$ cat src/verilog/wdtdt_pkg.sv
// Purpose: constants and types of the watchdog and discharge timer block
// Assumes: 40 MHz core clock, byte-wide register port
// Notes: timeout codes count in half-minute units

package wdtdt_pkg;

   // ****************************************
   // timing
   // ****************************************
   localparam int CLK_HZ = 40_000_000;
   localparam int WD_TIME_MS = 2000;
   localparam int WD_CYCLES_DEF = WD_TIME_MS * (CLK_HZ / 1000);
   localparam int HALF_MIN_S = 30;
   localparam int HALF_MIN_CYCLES_DEF = HALF_MIN_S * CLK_HZ;

   // ****************************************
   // register map and fields
   // ****************************************
   localparam int CFG_A_BYTES = 6;
   localparam int CFG_B_BYTES = 2;
   localparam int SW_BYTES = 9;
   localparam logic [7:0] ADDR_CFG_A = 8'h00;
   localparam logic [7:0] ADDR_CFG_B = 8'h06;
   localparam logic [7:0] ADDR_STAT_B = 8'h08;
   localparam logic [7:0] ADDR_TMR_STAT = 8'h09;
   localparam logic [7:0] ADDR_SW = 8'h10;
   localparam int CODE_BYTE = 5;
   localparam int CODE_LSB = 4;
   localparam int MUTE_BIT = 7;
   localparam int MON_EN_BIT = 3;
   localparam logic [7:0] RST_BYTE = 8'h00;
   localparam logic [3:0] CODE_OFF = 4'h0;
   localparam int DIS_BITS = 18;

   // ****************************************
   // types
   // ****************************************
   typedef enum logic [2:0] {
      WDTDT_NOP, WDTDT_WR_CFG_A, WDTDT_RD_CFG_A, WDTDT_RD_CFG_B, WDTDT_RD_STAT_B,
      WDTDT_CLR_STAT, WDTDT_AUX_CONV, WDTDT_AUX_OW
   } wdtdt_cmd_t;

   typedef enum logic [1:0] {WDTDT_ACTIVE, WDTDT_EXT_BAL, WDTDT_SLEEP} wdtdt_mode_t;

   typedef struct packed {
      logic done;          // command finished on the link
      logic pec_ok;        // command error check matched
      wdtdt_cmd_t code;    // decoded command
      logic pull_up;       // pull_up_select of an open-wire command
   } wdtdt_cmd_bus_t;

   typedef struct packed {
      logic [7:0] addr;
      logic [7:0] wdata;
      logic wr;
      logic rd;
   } wdtdt_reg_req_t;

endpackage : wdtdt_pkg

$ cat src/verilog/wdtdt_core.sv
// Purpose: command watchdog, cell discharge timer, thermal trip and aux open-wire control
// Assumes: command decoder and register port on core_clk; pins are asynchronous
// Notes: all state lives in one struct, one comb fill, one register

`timescale 1ns/1ps

module wdtdt_core
   import wdtdt_pkg::*;
#(
   parameter int WD_CYCLES = WD_CYCLES_DEF,
   parameter int HALF_MIN_CYCLES = HALF_MIN_CYCLES_DEF,
   parameter logic [3:0] REV_CODE = 4'h0 // arbitrary value
) (
   input wire logic core_clk, // 40 MHz core clock
   input wire logic arst_n, // async reset, active low
   input wire wdtdt_cmd_bus_t cmd, // decoded command, done is a pulse
   input wire wdtdt_reg_req_t req, // register port request
   output logic [7:0] rdata, // read data, cycle after rd
   input wire logic timer_enable_pin, // discharge timer enable pin
   input wire logic thermal_trip_pin, // die over-temperature detector
   output logic watchdog_out_pin_o, // pin drive value, always low
   output logic watchdog_out_pin_oe, // high while pin pulled low
   output logic [DIS_BITS-1:0] discharge_out, // cell discharge switches
   output wdtdt_mode_t mode, // active, extended balancing or sleep
   output logic aux_conv_start, // one-cycle aux conversion start
   output logic aux_cur_src_en, // pin current sources on
   output logic aux_cur_pull_up // source when high, sink when low
);

   // ****************************************
   // state
   // ****************************************
   typedef struct packed {
      logic [CFG_A_BYTES-1:0][7:0] cfg_a;
      logic [CFG_A_BYTES-1:0][7:0] cfg_a_sh;
      logic [CFG_B_BYTES-1:0][7:0] cfg_b;
      logic [SW_BYTES-1:0][7:0] sw;
      logic [31:0] wd_cnt;
      logic wd_exp;
      logic [31:0] pre;
      logic [7:0] rem;
      wdtdt_mode_t mode;
      logic therm_flag;
      logic therm_s1;
      logic therm_s2;
      logic therm_prev;
      logic en_s1;
      logic en_s2;
      logic [7:0] rdata;
      logic [DIS_BITS-1:0] dis;
      logic conv;
      logic cur_en;
      logic pull_up_select;
      logic wdt_oe;
   } wdtdt_state_t;

   wdtdt_state_t st_r;
   wdtdt_state_t st_nxt;

   // ****************************************
   // timeout code helpers and register read mux
   // ****************************************
   function automatic logic [7:0] code_halves(input logic [3:0] c);
      logic [7:0] h;
      h = 8'h00;
      unique case (c)
         4'h0: h = 8'h00;
         4'h1: h = 8'h01;
         4'h2: h = 8'h02;
         4'h3: h = 8'h04;
         4'h4: h = 8'h06;
         4'h5: h = 8'h08;
         4'h6: h = 8'h0A;
         4'h7: h = 8'h14;
         4'h8: h = 8'h1E;
         4'h9: h = 8'h28;
         4'hA: h = 8'h3C;
         4'hB: h = 8'h50;
         4'hC: h = 8'h78;
         4'hD: h = 8'h96;
         4'hE: h = 8'hB4;
         4'hF: h = 8'hF0;
      endcase
      return h;
   endfunction : code_halves

   // remaining halves r means time left in (r-1, r] half minutes
   function automatic logic [3:0] bucket(input logic [7:0] r);
      logic [3:0] b;
      b = 4'h0;
      for (int i = 15; i >= 1; i--) begin
         if (r != 8'h00 && r <= code_halves(4'(i))) begin
            b = 4'(i);
         end
      end
      return b;
   endfunction : bucket

   function automatic logic [7:0] read_mux(input wdtdt_state_t s, input logic [7:0] a);
      logic [7:0] d;
      d = 8'h00;
      if (a < ADDR_CFG_A + 8'(CFG_A_BYTES)) begin
         d = s.cfg_a[3'(a - ADDR_CFG_A)];
         if (a == ADDR_CFG_A + 8'(CODE_BYTE)) begin
            d[CODE_LSB +: 4] = bucket(s.rem);
         end
      end else if (a >= ADDR_CFG_B && a < ADDR_CFG_B + 8'(CFG_B_BYTES)) begin
         d = s.cfg_b[1'(a - ADDR_CFG_B)];
      end else if (a == ADDR_STAT_B) begin
         d = {REV_CODE, 3'h0, s.therm_flag};
      end else if (a == ADDR_TMR_STAT) begin
         d = {4'h0, s.en_s2, s.rem != 8'h00, s.wd_exp, s.mode == WDTDT_SLEEP};
      end else if (a >= ADDR_SW && a < ADDR_SW + 8'(SW_BYTES)) begin
         d = s.sw[4'(a - ADDR_SW)];
      end
      return d;
   endfunction : read_mux

   // ****************************************
   // next state
   // ****************************************
   logic cmd_ok;
   logic wd_fire;
   logic dt_fire;
   logic dt_run;
   logic therm_fire;
   logic [3:0] new_code;

   always_comb begin
      st_nxt = st_r;
      cmd_ok = cmd.done && cmd.pec_ok;
      dt_run = st_r.en_s2 && st_r.rem != 8'h00;
      wd_fire = 1'b0;
      dt_fire = 1'b0;
      new_code = st_r.cfg_a_sh[CODE_BYTE][CODE_LSB +: 4];

      // pins pass two flops before any use
      st_nxt.therm_s1 = thermal_trip_pin;
      st_nxt.therm_s2 = st_r.therm_s1;
      st_nxt.therm_prev = st_r.therm_s2;
      st_nxt.en_s1 = timer_enable_pin;
      st_nxt.en_s2 = st_r.en_s1;
      therm_fire = st_r.therm_s2 && !st_r.therm_prev;

      // watchdog count, sticky once expired
      if (cmd_ok) begin
         st_nxt.wd_cnt = 32'h0;
         st_nxt.wd_exp = 1'b0;
         st_nxt.mode = WDTDT_ACTIVE;
      end else if (!st_r.wd_exp) begin
         if (st_r.wd_cnt == 32'(WD_CYCLES)) begin
            st_nxt.wd_exp = 1'b1;
            wd_fire = 1'b1;
         end else begin
            st_nxt.wd_cnt = st_r.wd_cnt + 32'h1;
         end
      end

      // discharge timer, only a group A write reloads it
      if (!st_r.en_s2) begin
         st_nxt.rem = 8'h00;
         st_nxt.pre = 32'h0;
      end else if (dt_run) begin
         if (st_r.pre == 32'(HALF_MIN_CYCLES - 1)) begin
            st_nxt.pre = 32'h0;
            st_nxt.rem = st_r.rem - 8'h01;
            dt_fire = st_r.rem == 8'h01;
         end else begin
            st_nxt.pre = st_r.pre + 32'h1;
         end
      end

      // watchdog and timer expiry resets
      if (wd_fire && dt_run && !dt_fire) begin
         st_nxt.cfg_a[0] = RST_BYTE;
         if (!st_r.cfg_b[1][MON_EN_BIT]) begin
            st_nxt.cfg_a[3:1] = '0;
         end
         st_nxt.cfg_b[0][3:0] = 4'h0;
         st_nxt.mode = WDTDT_EXT_BAL;
      end else if (wd_fire || (dt_fire && st_r.wd_exp)) begin
         st_nxt.cfg_a = '0;
         st_nxt.cfg_b = '0;
         st_nxt.sw = '0;
         st_nxt.rem = 8'h00;
         st_nxt.mode = WDTDT_SLEEP;
      end else if (dt_fire) begin
         // live registers change mid-read, a read may see mixed bytes
         st_nxt.cfg_a[5:4] = '0;
         if (st_r.cfg_b[1][MON_EN_BIT]) begin
            st_nxt.cfg_a[3:1] = '0;
         end
         st_nxt.sw = '0;
         st_nxt.cfg_b[0][7:4] = 4'h0;
         st_nxt.cfg_b[1] = st_r.cfg_b[1] & (8'h01 << MUTE_BIT);
      end

      // thermal trip clears config except the mute bit, discharge follows config to zero
      if (therm_fire) begin
         st_nxt.cfg_a = '0;
         st_nxt.cfg_b = '0;
         st_nxt.cfg_b[1][MUTE_BIT] = st_r.cfg_b[1][MUTE_BIT];
         st_nxt.rem = 8'h00;
      end

      // thermal flag: setting beats the status read clear
      if (cmd_ok && cmd.code == WDTDT_RD_STAT_B) begin
         st_nxt.therm_flag = 1'b0;
      end
      if (therm_fire || (cmd_ok && cmd.code == WDTDT_CLR_STAT)) begin
         st_nxt.therm_flag = 1'b1;
      end

      // commands; group A commit comes after any expiry resets
      st_nxt.conv = 1'b0;
      if (cmd_ok && cmd.code == WDTDT_WR_CFG_A) begin
         st_nxt.cfg_a = st_r.cfg_a_sh;
         st_nxt.pre = 32'h0;
         if (st_r.en_s2 && new_code != CODE_OFF) begin
            st_nxt.rem = code_halves(new_code);
         end else begin
            st_nxt.rem = 8'h00;
         end
      end
      if (cmd_ok && (cmd.code == WDTDT_AUX_CONV || cmd.code == WDTDT_AUX_OW)) begin
         st_nxt.conv = 1'b1;
         st_nxt.cur_en = cmd.code == WDTDT_AUX_OW;
         st_nxt.pull_up_select = cmd.pull_up;
      end

      // register port: group A goes to the shadow until the write command
      if (req.wr) begin
         if (req.addr < ADDR_CFG_A + 8'(CFG_A_BYTES)) begin
            st_nxt.cfg_a_sh[3'(req.addr - ADDR_CFG_A)] = req.wdata;
         end else if (req.addr >= ADDR_CFG_B && req.addr < ADDR_CFG_B + 8'(CFG_B_BYTES)) begin
            st_nxt.cfg_b[1'(req.addr - ADDR_CFG_B)] = req.wdata;
         end else if (req.addr >= ADDR_SW && req.addr < ADDR_SW + 8'(SW_BYTES)) begin
            st_nxt.sw[4'(req.addr - ADDR_SW)] = req.wdata;
         end
      end
      st_nxt.rdata = req.rd ? read_mux(st_r, req.addr) : 8'h00;

      // outputs; switches follow the stored enables, kept through a watchdog expiry only while the timer runs
      st_nxt.dis = {st_nxt.cfg_b[1][1:0], st_nxt.cfg_b[0][7:4],
                    st_nxt.cfg_a[5][3:0], st_nxt.cfg_a[4]};
      st_nxt.wdt_oe = !st_nxt.wd_exp;
   end

   always_ff @(posedge core_clk or negedge arst_n) begin
      if (!arst_n) begin
         st_r <= '0;
         st_r.wdt_oe <= 1'b1;
      end else begin
         st_r <= st_nxt;
      end
   end

   assign rdata = st_r.rdata;
   assign watchdog_out_pin_o = 1'b0;
   assign watchdog_out_pin_oe = st_r.wdt_oe;
   assign discharge_out = st_r.dis;
   assign mode = st_r.mode;
   assign aux_conv_start = st_r.conv;
   assign aux_cur_src_en = st_r.cur_en;
   assign aux_cur_pull_up = st_r.pull_up_select;
endmodule : wdtdt_core

$ cat config.mk
export PLATFORM = sky130hd
export DESIGN_NAME = wdtdt_core
export DESIGN_NICKNAME = d
export VERILOG_FILES = /design/src/verilog/wdtdt_pkg.sv /design/src/verilog/wdtdt_core.sv
export SDC_FILE = /design/constraint.sdc
export NUM_CORES = 1
export LEC_CHECK = 0
export BUFFER_PORTS_ARGS = -buffer_cell sky130_fd_sc_hd__buf_2
export CAP_MARGIN = 20
export CORE_ASPECT_RATIO = 0.75
export CORE_MARGIN = 5
export CORE_UTILIZATION = 29
export DETAILED_ROUTE_END_ITERATION = 6
export PLACE_DENSITY = 0.45
export SLEW_MARGIN = 30
export SYNTH_ARGS = -nofsm -noshare
export SYNTH_HDL_FRONTEND = slang
export SYNTH_SLANG_ARGS = --single-unit
$ cat constraint.sdc
create_clock -name core_clk -period 3.92 [get_ports core_clk]
set_clock_uncertainty 0.15 [all_clocks]
set_input_delay 0.196 -clock core_clk [delete_from_list [all_inputs] [get_ports core_clk]]
set_output_delay 0.196 -clock core_clk [all_outputs]
set_load 0.01 [all_outputs]
==> reports/qor.log, run 1 <==
INFO  route          vias=10800
INFO  clocking       cts_buffer_depth=3
INFO  worst_setup_path worst-path-buf-inv=2
INFO  power_and_ir_drop clock_power_share=0.452
INFO  worst_setup_path path_cells=inv_1, ha_1, or3b_2, o21ai_2, mux2i_4, buf_12, nand2_1, o21ai_0
INFO  synthesis      share_of_the_yosys_chip_area_belonging_to_registers=0.493
INFO  route          postRouteWirelength=41100um
INFO  synthesis      synthesis.area_per_instance=10.0squm
INFO  worst_hold_path min_path_type=input port to flop
INFO  clocking       cts_repair_resize_count=0
INFO  global_routing grt_max_degree=101
INFO  global_routing globalRouteTotalUtil=0.152
INFO  cells_and_area finish.cell_count_without_fillers=2080
INFO  worst_setup_path timing.critical_path.from_type=flop
INFO  power_and_ir_drop power.static_leakage=0.00689uW
INFO  worst_setup_path critical_path.slowest_cell=sky130_fd_sc_hd__or3b_2
INFO  synthesis      synth-main-ff-cell=sky130_fd_sc_hd__dfrtp_1
INFO  route          drt.antenna.violating_nets=0
INFO  global_routing grt.met3_usage=0.0345
INFO  die            chipWidth=264um
INFO  die            num_rows=69
INFO  route          wire_per_inst=19.8um
INFO  die            initial_utilization=0.295
INFO  die            design.core.area=47600squm
INFO  sta            final-setup-viol-count=0
INFO  global_routing antenna_found_initial=5
INFO  route          drtIter0Drc=971
INFO  sta            period_share=0.842
INFO  synthesis      synth-edff-count=0
INFO  status         status=complete, no violations
INFO  worst_setup_path worstPathArrival=3.63ns
INFO  power_and_ir_drop netSwitchingFraction=0.244
INFO  sta            time_the_final_worst_path_needs_with_i_o_delays_and_setup=3.30ns
INFO  synthesis      yosysWarningCount=0
INFO  place          place.detailed.instances=2006
INFO  run            max_cap_viol_count=0
INFO  route          drt-pass1-iter-count=5
INFO  synthesis      yosys.cell_types.count=83
INFO  worst_setup_path critical_path.max_stage_delay=0.53ns
INFO  sta            grt_setup_unrepaired=false
INFO  route          route.detailed.vias_per_inst=5.19
INFO  global_routing met2_usage=0.211
INFO  die            ioPinCount=61
INFO  global_routing gr-total-overflow=0
INFO  power_and_ir_drop power.combinational.fraction=0.072
INFO  power_and_ir_drop int_power=4770uW
INFO  die            fp.dieH=200um
INFO  worst_setup_path required=4.25ns
INFO  global_routing grt.met1_usage=0.240
INFO  synthesis      synth_area=14000squm
INFO  clocking       cts_sinks=276
INFO  sta            worst_pin_slew=1.01ns
INFO  power_and_ir_drop net_switching=1540uW
INFO  global_routing grt_pass1_wl=64700um
INFO  sta            fin_tns_setup=0ns
INFO  cells_and_area antennaDiodeCount=0
INFO  worst_setup_path path_delay_family=simple AND/OR/NAND/NOR gates
INFO  clocking       insertion_delay=0.56ns
INFO  clocking       clockRootBuffer=sky130_fd_sc_hd__clkbuf_16
INFO  power_and_ir_drop power_density_over_the_cells=395nW/um^2
INFO  cells_and_area finalCoreUtilization=0.336
INFO  cells_and_area layout-drive-gt1-share=0.166
INFO  global_routing gr-max-usage-layer=met1
INFO  clocking       tritoncts=yes
INFO  power_and_ir_drop seq_power_share=0.476
INFO  route          drt_drc_violations_left=0
INFO  synthesis      number_of_synthesized_register_bits=276
INFO  clocking       cts.htree.levels=1
INFO  sta            relSlewSlack=0.325
INFO  place          port_buffers=59
INFO  synthesis      synth_nets=1436
INFO  synthesis      synth_async_sr_flop_share=1.00
INFO  cells_and_area final_net_count=1460
INFO  worst_setup_path end_kind=flop
INFO  place          dpl.hpwl=27300um
INFO  sta            slew_violations=0
INFO  worst_setup_path critPathMaxFanout=73
INFO  clocking       clk_transition_reported_paths=0.06ns
INFO  clocking       cts_inserted_buffers=29
INFO  die            overall_die_area=52900squm
INFO  sta            max_clock_freq=0.303GHz
INFO  global_routing via_count_of_the_first_global_routing_pass=10700
INFO  power_and_ir_drop total_power=6320uW
INFO  cells_and_area layout-area-overhead-vs-synth=14.2%
INFO  place          finalWeightedCongestion=0.847
INFO  cells_and_area fillCellCount=4840
INFO  worst_setup_path critPathKind=flop to flop
INFO  power_and_ir_drop worst_ir_drop_vdd=0.261mV
INFO  sta            final_hold_viol_count=0
INFO  synthesis      syn_inst=1396
## flip-flops by register name, summed over array words and instances, names as in the netlist
signal and flops:
st_r 238, aux_conv_start 1, aux_cur_src_en 1, st_nxt 3, discharge_out 17, aux_cur_pull_up 1
mode 2, new_code 4, rdata 8, watchdog_out_pin_oe 1
## cells in the final DEF (no fill, tap or decap), types with 33 or more instances in the layout
| master | instances |
|---|---|
| sky130_fd_sc_hd__buf_2 | 57 |
| sky130_fd_sc_hd__nor2_1 | 80 |
| sky130_fd_sc_hd__o21ai_0 | 93 |
| sky130_fd_sc_hd__nand2_1 | 245 |
| sky130_fd_sc_hd__a22o_1 | 46 |
| sky130_fd_sc_hd__nand3_1 | 47 |
| sky130_fd_sc_hd__nand4_1 | 33 |
| sky130_fd_sc_hd__dfrtp_1 | 275 |
| sky130_fd_sc_hd__mux2_2 | 53 |
## cells in the mapped netlist, types with 4 or more instances
master | instances | area [sq um]
sky130_fd_sc_hd__a211oi_1 | 5 | 37.5
sky130_fd_sc_hd__a21boi_0 | 6 | 45.0
sky130_fd_sc_hd__a21oi_1 | 29 | 145
sky130_fd_sc_hd__a22o_1 | 46 | 403
sky130_fd_sc_hd__a31oi_1 | 20 | 125
sky130_fd_sc_hd__a32o_1 | 9 | 90.1
sky130_fd_sc_hd__and2_1 | 13 | 81.3
sky130_fd_sc_hd__and3_1 | 13 | 81.3
sky130_fd_sc_hd__and4_1 | 8 | 70.1
sky130_fd_sc_hd__buf_1 | 7 | 26.3
sky130_fd_sc_hd__buf_2 | 24 | 120
sky130_fd_sc_hd__buf_4 | 30 | 225
sky130_fd_sc_hd__clkbuf_1 | 54 | 203
sky130_fd_sc_hd__dfrtp_1 | 275 | 6880
sky130_fd_sc_hd__ha_1 | 12 | 150
sky130_fd_sc_hd__inv_1 | 17 | 63.8
sky130_fd_sc_hd__mux2_2 | 53 | 597
sky130_fd_sc_hd__mux2i_1 | 23 | 230
sky130_fd_sc_hd__mux4_2 | 22 | 495
sky130_fd_sc_hd__nand2_1 | 245 | 920
sky130_fd_sc_hd__nand2b_1 | 4 | 25.0
sky130_fd_sc_hd__nand3_1 | 47 | 235
sky130_fd_sc_hd__nand4_1 | 33 | 206
sky130_fd_sc_hd__nor2_1 | 81 | 304
sky130_fd_sc_hd__nor2b_1 | 7 | 43.8
sky130_fd_sc_hd__nor3_1 | 22 | 110
sky130_fd_sc_hd__nor4_1 | 17 | 106
sky130_fd_sc_hd__nor4_4 | 4 | 85.1
sky130_fd_sc_hd__nor4b_1 | 8 | 70.1
sky130_fd_sc_hd__o21ai_0 | 93 | 465
sky130_fd_sc_hd__o21ai_1 | 29 | 145
sky130_fd_sc_hd__o22ai_1 | 12 | 75.1
sky130_fd_sc_hd__o2bb2ai_1 | 4 | 35.0
sky130_fd_sc_hd__o31ai_1 | 5 | 37.5
sky130_fd_sc_hd__or3_1 | 7 | 43.8
sky130_fd_sc_hd__xnor2_1 | 17 | 149
sky130_fd_sc_hd__xor2_1 | 27 | 236
## per-layer routing
layer	wire length (um)	share of wire	up-vias
li1	-	-	5045
met1	20900	0.51	5367
met2	16800	0.41	304
met3	2510	0.061	64
met4	826	0.020	6
met5	37	0.00090	-
## worst register-to-register path, delay by kind of cell, from the launching register on
kind,cells,cell delay (ns)
multiplexers,1,0.34
adder cells (fa/ha/maj),1,0.27
buffers and inverters,2,0.44
AND/OR/NAND/NOR,2,0.89
flip-flops,1,0.47
AO/OA/AOI/OAI,2,0.64
## path summary, 6_finish.rpt
kind                       slack, ns                end  startpoint  cells after the start
setup / recovery                0.62  discharge_out[12]    st_r[38]                      8
hold / removal                  0.04           rdata[7]     req[17]                      4
setup reg to reg                0.62  discharge_out[12]    st_r[38]                      8
hold reg to reg                 0.21           st_r[30]  st_nxt[30]                      0
max in group asynchronous       2.42  discharge_out[13]      arst_n                      3
min in group asynchronous       0.06          st_r[106]      arst_n                      2
## per-stage QoR
stage	setup slack, ns	cell area (sq um)	hold slack, ns
2_1_floorplan	1.22	14000	-0.250
6_report	0.618	16000	0.0393
3_3_place_gp	0.689	14800	0.138
4_1_cts	0.592	16000	0.00502
3_5_place_dp	0.619	14800	0.130
5_1_grt	0.353	16000	0.0407
## kinds of logic after synthesis
logic type               after synthesis  synth area share
adder cells (fa/ha/maj)               12            0.0107
other                                  1          0.000268
XOR/XNOR                              44            0.0275
buffers and inverters                137            0.0480
AO/OA/AOI/OAI                        296             0.140
AND/OR/NAND/NOR                      532             0.186
multiplexers                          98            0.0944
flip-flops                           276             0.493
## area by class of cell
cell class | count | area (sq um) | area share
inverter | 20 | 75.1 | 0.00469
multi-input combinational | 983 | 6470 | 0.404
clock inverter | 9 | 98.8 | 0.00618
timing repair buffer | 110 | 771 | 0.0482
clock buffer | 43 | 878 | 0.0549
tap | 639 | 800 | 0.0500
sequential | 276 | 6910 | 0.432
## power by group through the flow
stage                     clock network [uW]  logic [uW]  registers (uW)
after floorplan                            0         259            3040
after CTS                               2950         464            3010
after global routing                    3060         509            3020
after global placement                     0         438            3060
final                                   2850         457            3010
after detailed placement                   0         440            3060
## what timing repair did
action,in CTS,in global routing
hold buffers,22,0
endpoints found under the hold margin,196,0
setup endpoints to repair,0,0
setup buffers,0,0
No activity file was read; power rests on OpenSTA's default activity.
==> inputs of run 2 (changes only) <==
==> constraint.sdc (replaced) <==
create_clock -name core_clk -period 3.35 [get_ports core_clk]
set_clock_uncertainty 0.15 [all_clocks]
set_input_delay 0.1675 -clock core_clk [delete_from_list [all_inputs] [get_ports core_clk]]
set_output_delay 0.1675 -clock core_clk [all_outputs]
set_load 0.01 [all_outputs]
==> run 2 against run 1 <==
Compared with the run above:
- cell area rose by 1.3%
- global-route usage rose by 0.077 points
- critical path depth fell by 1
- clock-buffer cell count fell by 8
- register-to-register slack got worse by 0.27 ns
- sequential power rose by 17%
- sequential share of layout area fell by 0.55 points
- core utilization rose by 0.44 points
- maximum frequency rose by 10%
- critical endpoint is now st_r[292]
==> reports/qor.log, run 2 (same netlist as run 1, synthesis figures left out) <==
INFO  cells_and_area antennaDiodeCount=0 [unchanged]
INFO  cells_and_area layout_common_cells=275 x sky130_fd_sc_hd__dfrtp_1, 245 x sky130_fd_sc_hd__nand2_1, 93 x sky130_fd_sc_hd__o21ai_0
INFO  cells_and_area fillCellCount=4846 [+0.12%]
INFO  route          drt_drc_violations_left=0 [unchanged]
INFO  route          drtIter0Drc=836 [-14%]
INFO  worst_setup_path critPathMaxFanout=15 [-79%]
INFO  sta            final_hold_viol_count=0 [unchanged]
INFO  die            fp.dieH=200um [unchanged]
INFO  clocking       clk_transition_reported_paths=0.06ns [about the same]
INFO  power_and_ir_drop power_density_over_the_cells=479nW/um^2 [+21%]
INFO  sta            relSlewSlack=0.400 [+0.0747]
INFO  run            max_cap_viol_count=0 [unchanged]
INFO  sta            worst_pin_slew=0.896ns [-0.114 ns]
INFO  sta            period_share=0.895 [+0.0526]
INFO  die            ioPinCount=61 [unchanged]
INFO  sta            post_route_worst_hold_slack=0.0505ns [+0.0112 ns]
INFO  die            initial_utilization=0.295 [unchanged]
INFO  place          port_buffers=59 [unchanged]
INFO  sta            grt_setup_unrepaired=false
INFO  sta            final-setup-viol-count=0 [unchanged]
INFO  route          drt-pass1-iter-count=5 [unchanged]
INFO  global_routing grt_max_degree=91 [-9.9%]
INFO  cells_and_area largest_register_ffs=238 [unchanged]
INFO  sta            fin_tns_setup=0ns [unchanged]
INFO  global_routing antenna_found_initial=2 [-3]
INFO  worst_setup_path critPathKind=flop to flop
INFO  sta            max_clock_freq=0.334GHz [+10%]
INFO  place          finalWeightedCongestion=0.824 [-2.6%]
INFO  cells_and_area layout_commonest_cell=sky130_fd_sc_hd__dfrtp_1
INFO  global_routing grt_pass1_wl=65300um [+0.96%]
INFO  clocking       clockRootBuffer=sky130_fd_sc_hd__clkbuf_16
INFO  worst_setup_path timing.critical_path.from_type=flop
INFO  worst_setup_path required=3.69ns [-0.56 ns]
INFO  clocking       cts_buffer_depth=3 [unchanged]
INFO  sta            slew_violations=0 [unchanged]
INFO  clocking       insertion_delay=0.56ns [about the same]
INFO  clocking       tritoncts=yes
INFO  worst_hold_path min_path_type=input port to async pin
INFO  sta            time_the_final_worst_path_needs_with_i_o_delays_and_setup=3.00ns [-0.304 ns]
INFO  sta            postLayoutSetupSlackWorst=0.352ns [-0.266 ns]
INFO  clocking       cts_sinks=276 [unchanged]
INFO  place          post-place-ws=0.398ns [-0.221 ns]
INFO  route          vias=10800 [-0.16%]
INFO  cells_and_area final-seq-area=6910squm [unchanged]
INFO  worst_setup_path end_kind=flop
INFO  die            num_rows=69 [unchanged]
INFO  clocking       cts_inserted_buffers=29 [unchanged]
INFO  power_and_ir_drop power.static_leakage=0.00698uW [+1.4%]
INFO  cells_and_area finish.cell_count_without_fillers=2093 [+0.63%]
INFO  global_routing gr-total-overflow=0 [unchanged]
INFO  place          dpl.hpwl=27700um [+1.6%]
INFO  clocking       cts_repair_resize_count=0 [unchanged]
INFO  cells_and_area regMostFlops=st_r
INFO  die            overall_die_area=52900squm [unchanged]
INFO  route          wire_per_inst=19.7um [-0.55%]
INFO  global_routing globalRouteTotalUtil=0.153 [+0.000773]
INFO  cells_and_area layout-drive-gt1-share=0.175 [+0.00883]
INFO  power_and_ir_drop worst_ir_drop_vdd=0.310mV [+19%]
INFO  place          place.detailed.instances=2020 [+0.70%]
INFO  power_and_ir_drop total_power=7760uW [+23%]
INFO  route          route.detailed.vias_per_inst=5.15 [-0.78%]
INFO  status         status=complete, no violations
INFO  cells_and_area multi_input_area=6450squm [-0.21%]
INFO  die            chipWidth=264um [unchanged]
INFO  cells_and_area final_net_count=1472 [+0.82%]
INFO  cells_and_area layout-area-overhead-vs-synth=15.7%
INFO  clocking       cts.htree.levels=1 [unchanged]
INFO  route          postRouteWirelength=41200um [about the same]
INFO  global_routing via_count_of_the_first_global_routing_pass=10500 [-1.3%]
INFO  route          drt.antenna.violating_nets=0 [unchanged]
INFO  worst_setup_path worstPathArrival=3.33ns [-0.30 ns]
INFO  die            design.core.area=47600squm [unchanged]
[run 2: changes by cell type in the layout (fill, tap and decap cells not counted), moves of 2 or more]
| cell | change |
|---|---|
| sky130_fd_sc_hd__buf_12 | +2 |
| sky130_fd_sc_hd__buf_4 | +12 |
| sky130_fd_sc_hd__bufinv_16 | +6 |
| sky130_fd_sc_hd__clkbuf_8 | -7 |
| sky130_fd_sc_hd__clkinv_2 | -3 |
| sky130_fd_sc_hd__clkinvlp_4 | +5 |
| sky130_fd_sc_hd__dlygate4sd3_1 | -2 |
| sky130_fd_sc_hd__nor2_2 | +2 |
[run 2: metrics by stage]
| step | cell area (sq um) | utilization |
|---|---|---|
| floorplan | 14000 | - |
| global placement | 14900 | 0.314 |
| detailed placement | 14900 | 0.314 |
| CTS | 16200 | 0.341 |
| global route | 16200 | 0.341 |
| finish | 16200 | 0.341 |
[run 2: worst max-delay path, cell delays in order (launching register included)]
cell	delay [ns]
sky130_fd_sc_hd__dfrtp_1	0.47
sky130_fd_sc_hd__inv_1	0.14
sky130_fd_sc_hd__ha_1	0.25
sky130_fd_sc_hd__or3b_2	0.53
sky130_fd_sc_hd__o21ai_2	0.23
sky130_fd_sc_hd__mux2i_4	0.34
sky130_fd_sc_hd__and2_1	0.59
sky130_fd_sc_hd__a22o_1	0.24
[run 2: metal layers]
metal	share of wire	GRT usage	vias up
met1	0.52	0.248	5390
met3	0.051	0.0289	43
li1	-	-	5085
met2	0.41	0.213	247
met5	0.00066	0	-
met4	0.012	0.0214	4
[run 2: path summary, 6_finish.rpt]
path / start / end / slack [ns] / cells after the start
min in group core_clk: cmd[4] / mode[1] / 0.05 / 4
setup reg to reg: st_r[38] / st_r[292] / 0.35 / 7
hold reg to reg: st_nxt[33] / st_nxt[32] / 0.20 / 0
setup / recovery: st_r[38] / st_r[292] / 0.35 / 7
hold / removal: arst_n / st_r[106] / 0.05 / 2
max in group asynchronous: arst_n / st_r[137] / 1.92 / 3
[run 2: timing repair]
item	CTS	global route
buffers inserted	0	0
hold buffers	20	0
hold endpoints to repair	185	0
[run 2: layout make-up]
| type | instances | area share |
|---|---|---|
| timing repair buffer | 122 | 0.0544 |
| multi-input combinational | 983 | 0.398 |
| sequential | 276 | 0.426 |
| inverter | 20 | 0.00463 |
| clock buffer | 35 | 0.0480 |
| clock inverter | 18 | 0.0191 |
| tap | 639 | 0.0493 |
[run 2: power breakdown]
part	switching, uW	internal, uW	leakage (uW)
Sequential	80.9	3440	0.00380
Combinational	349	197	0.00267
Clock	1420	2270	0.000517
Total	1850	5910	0.00698
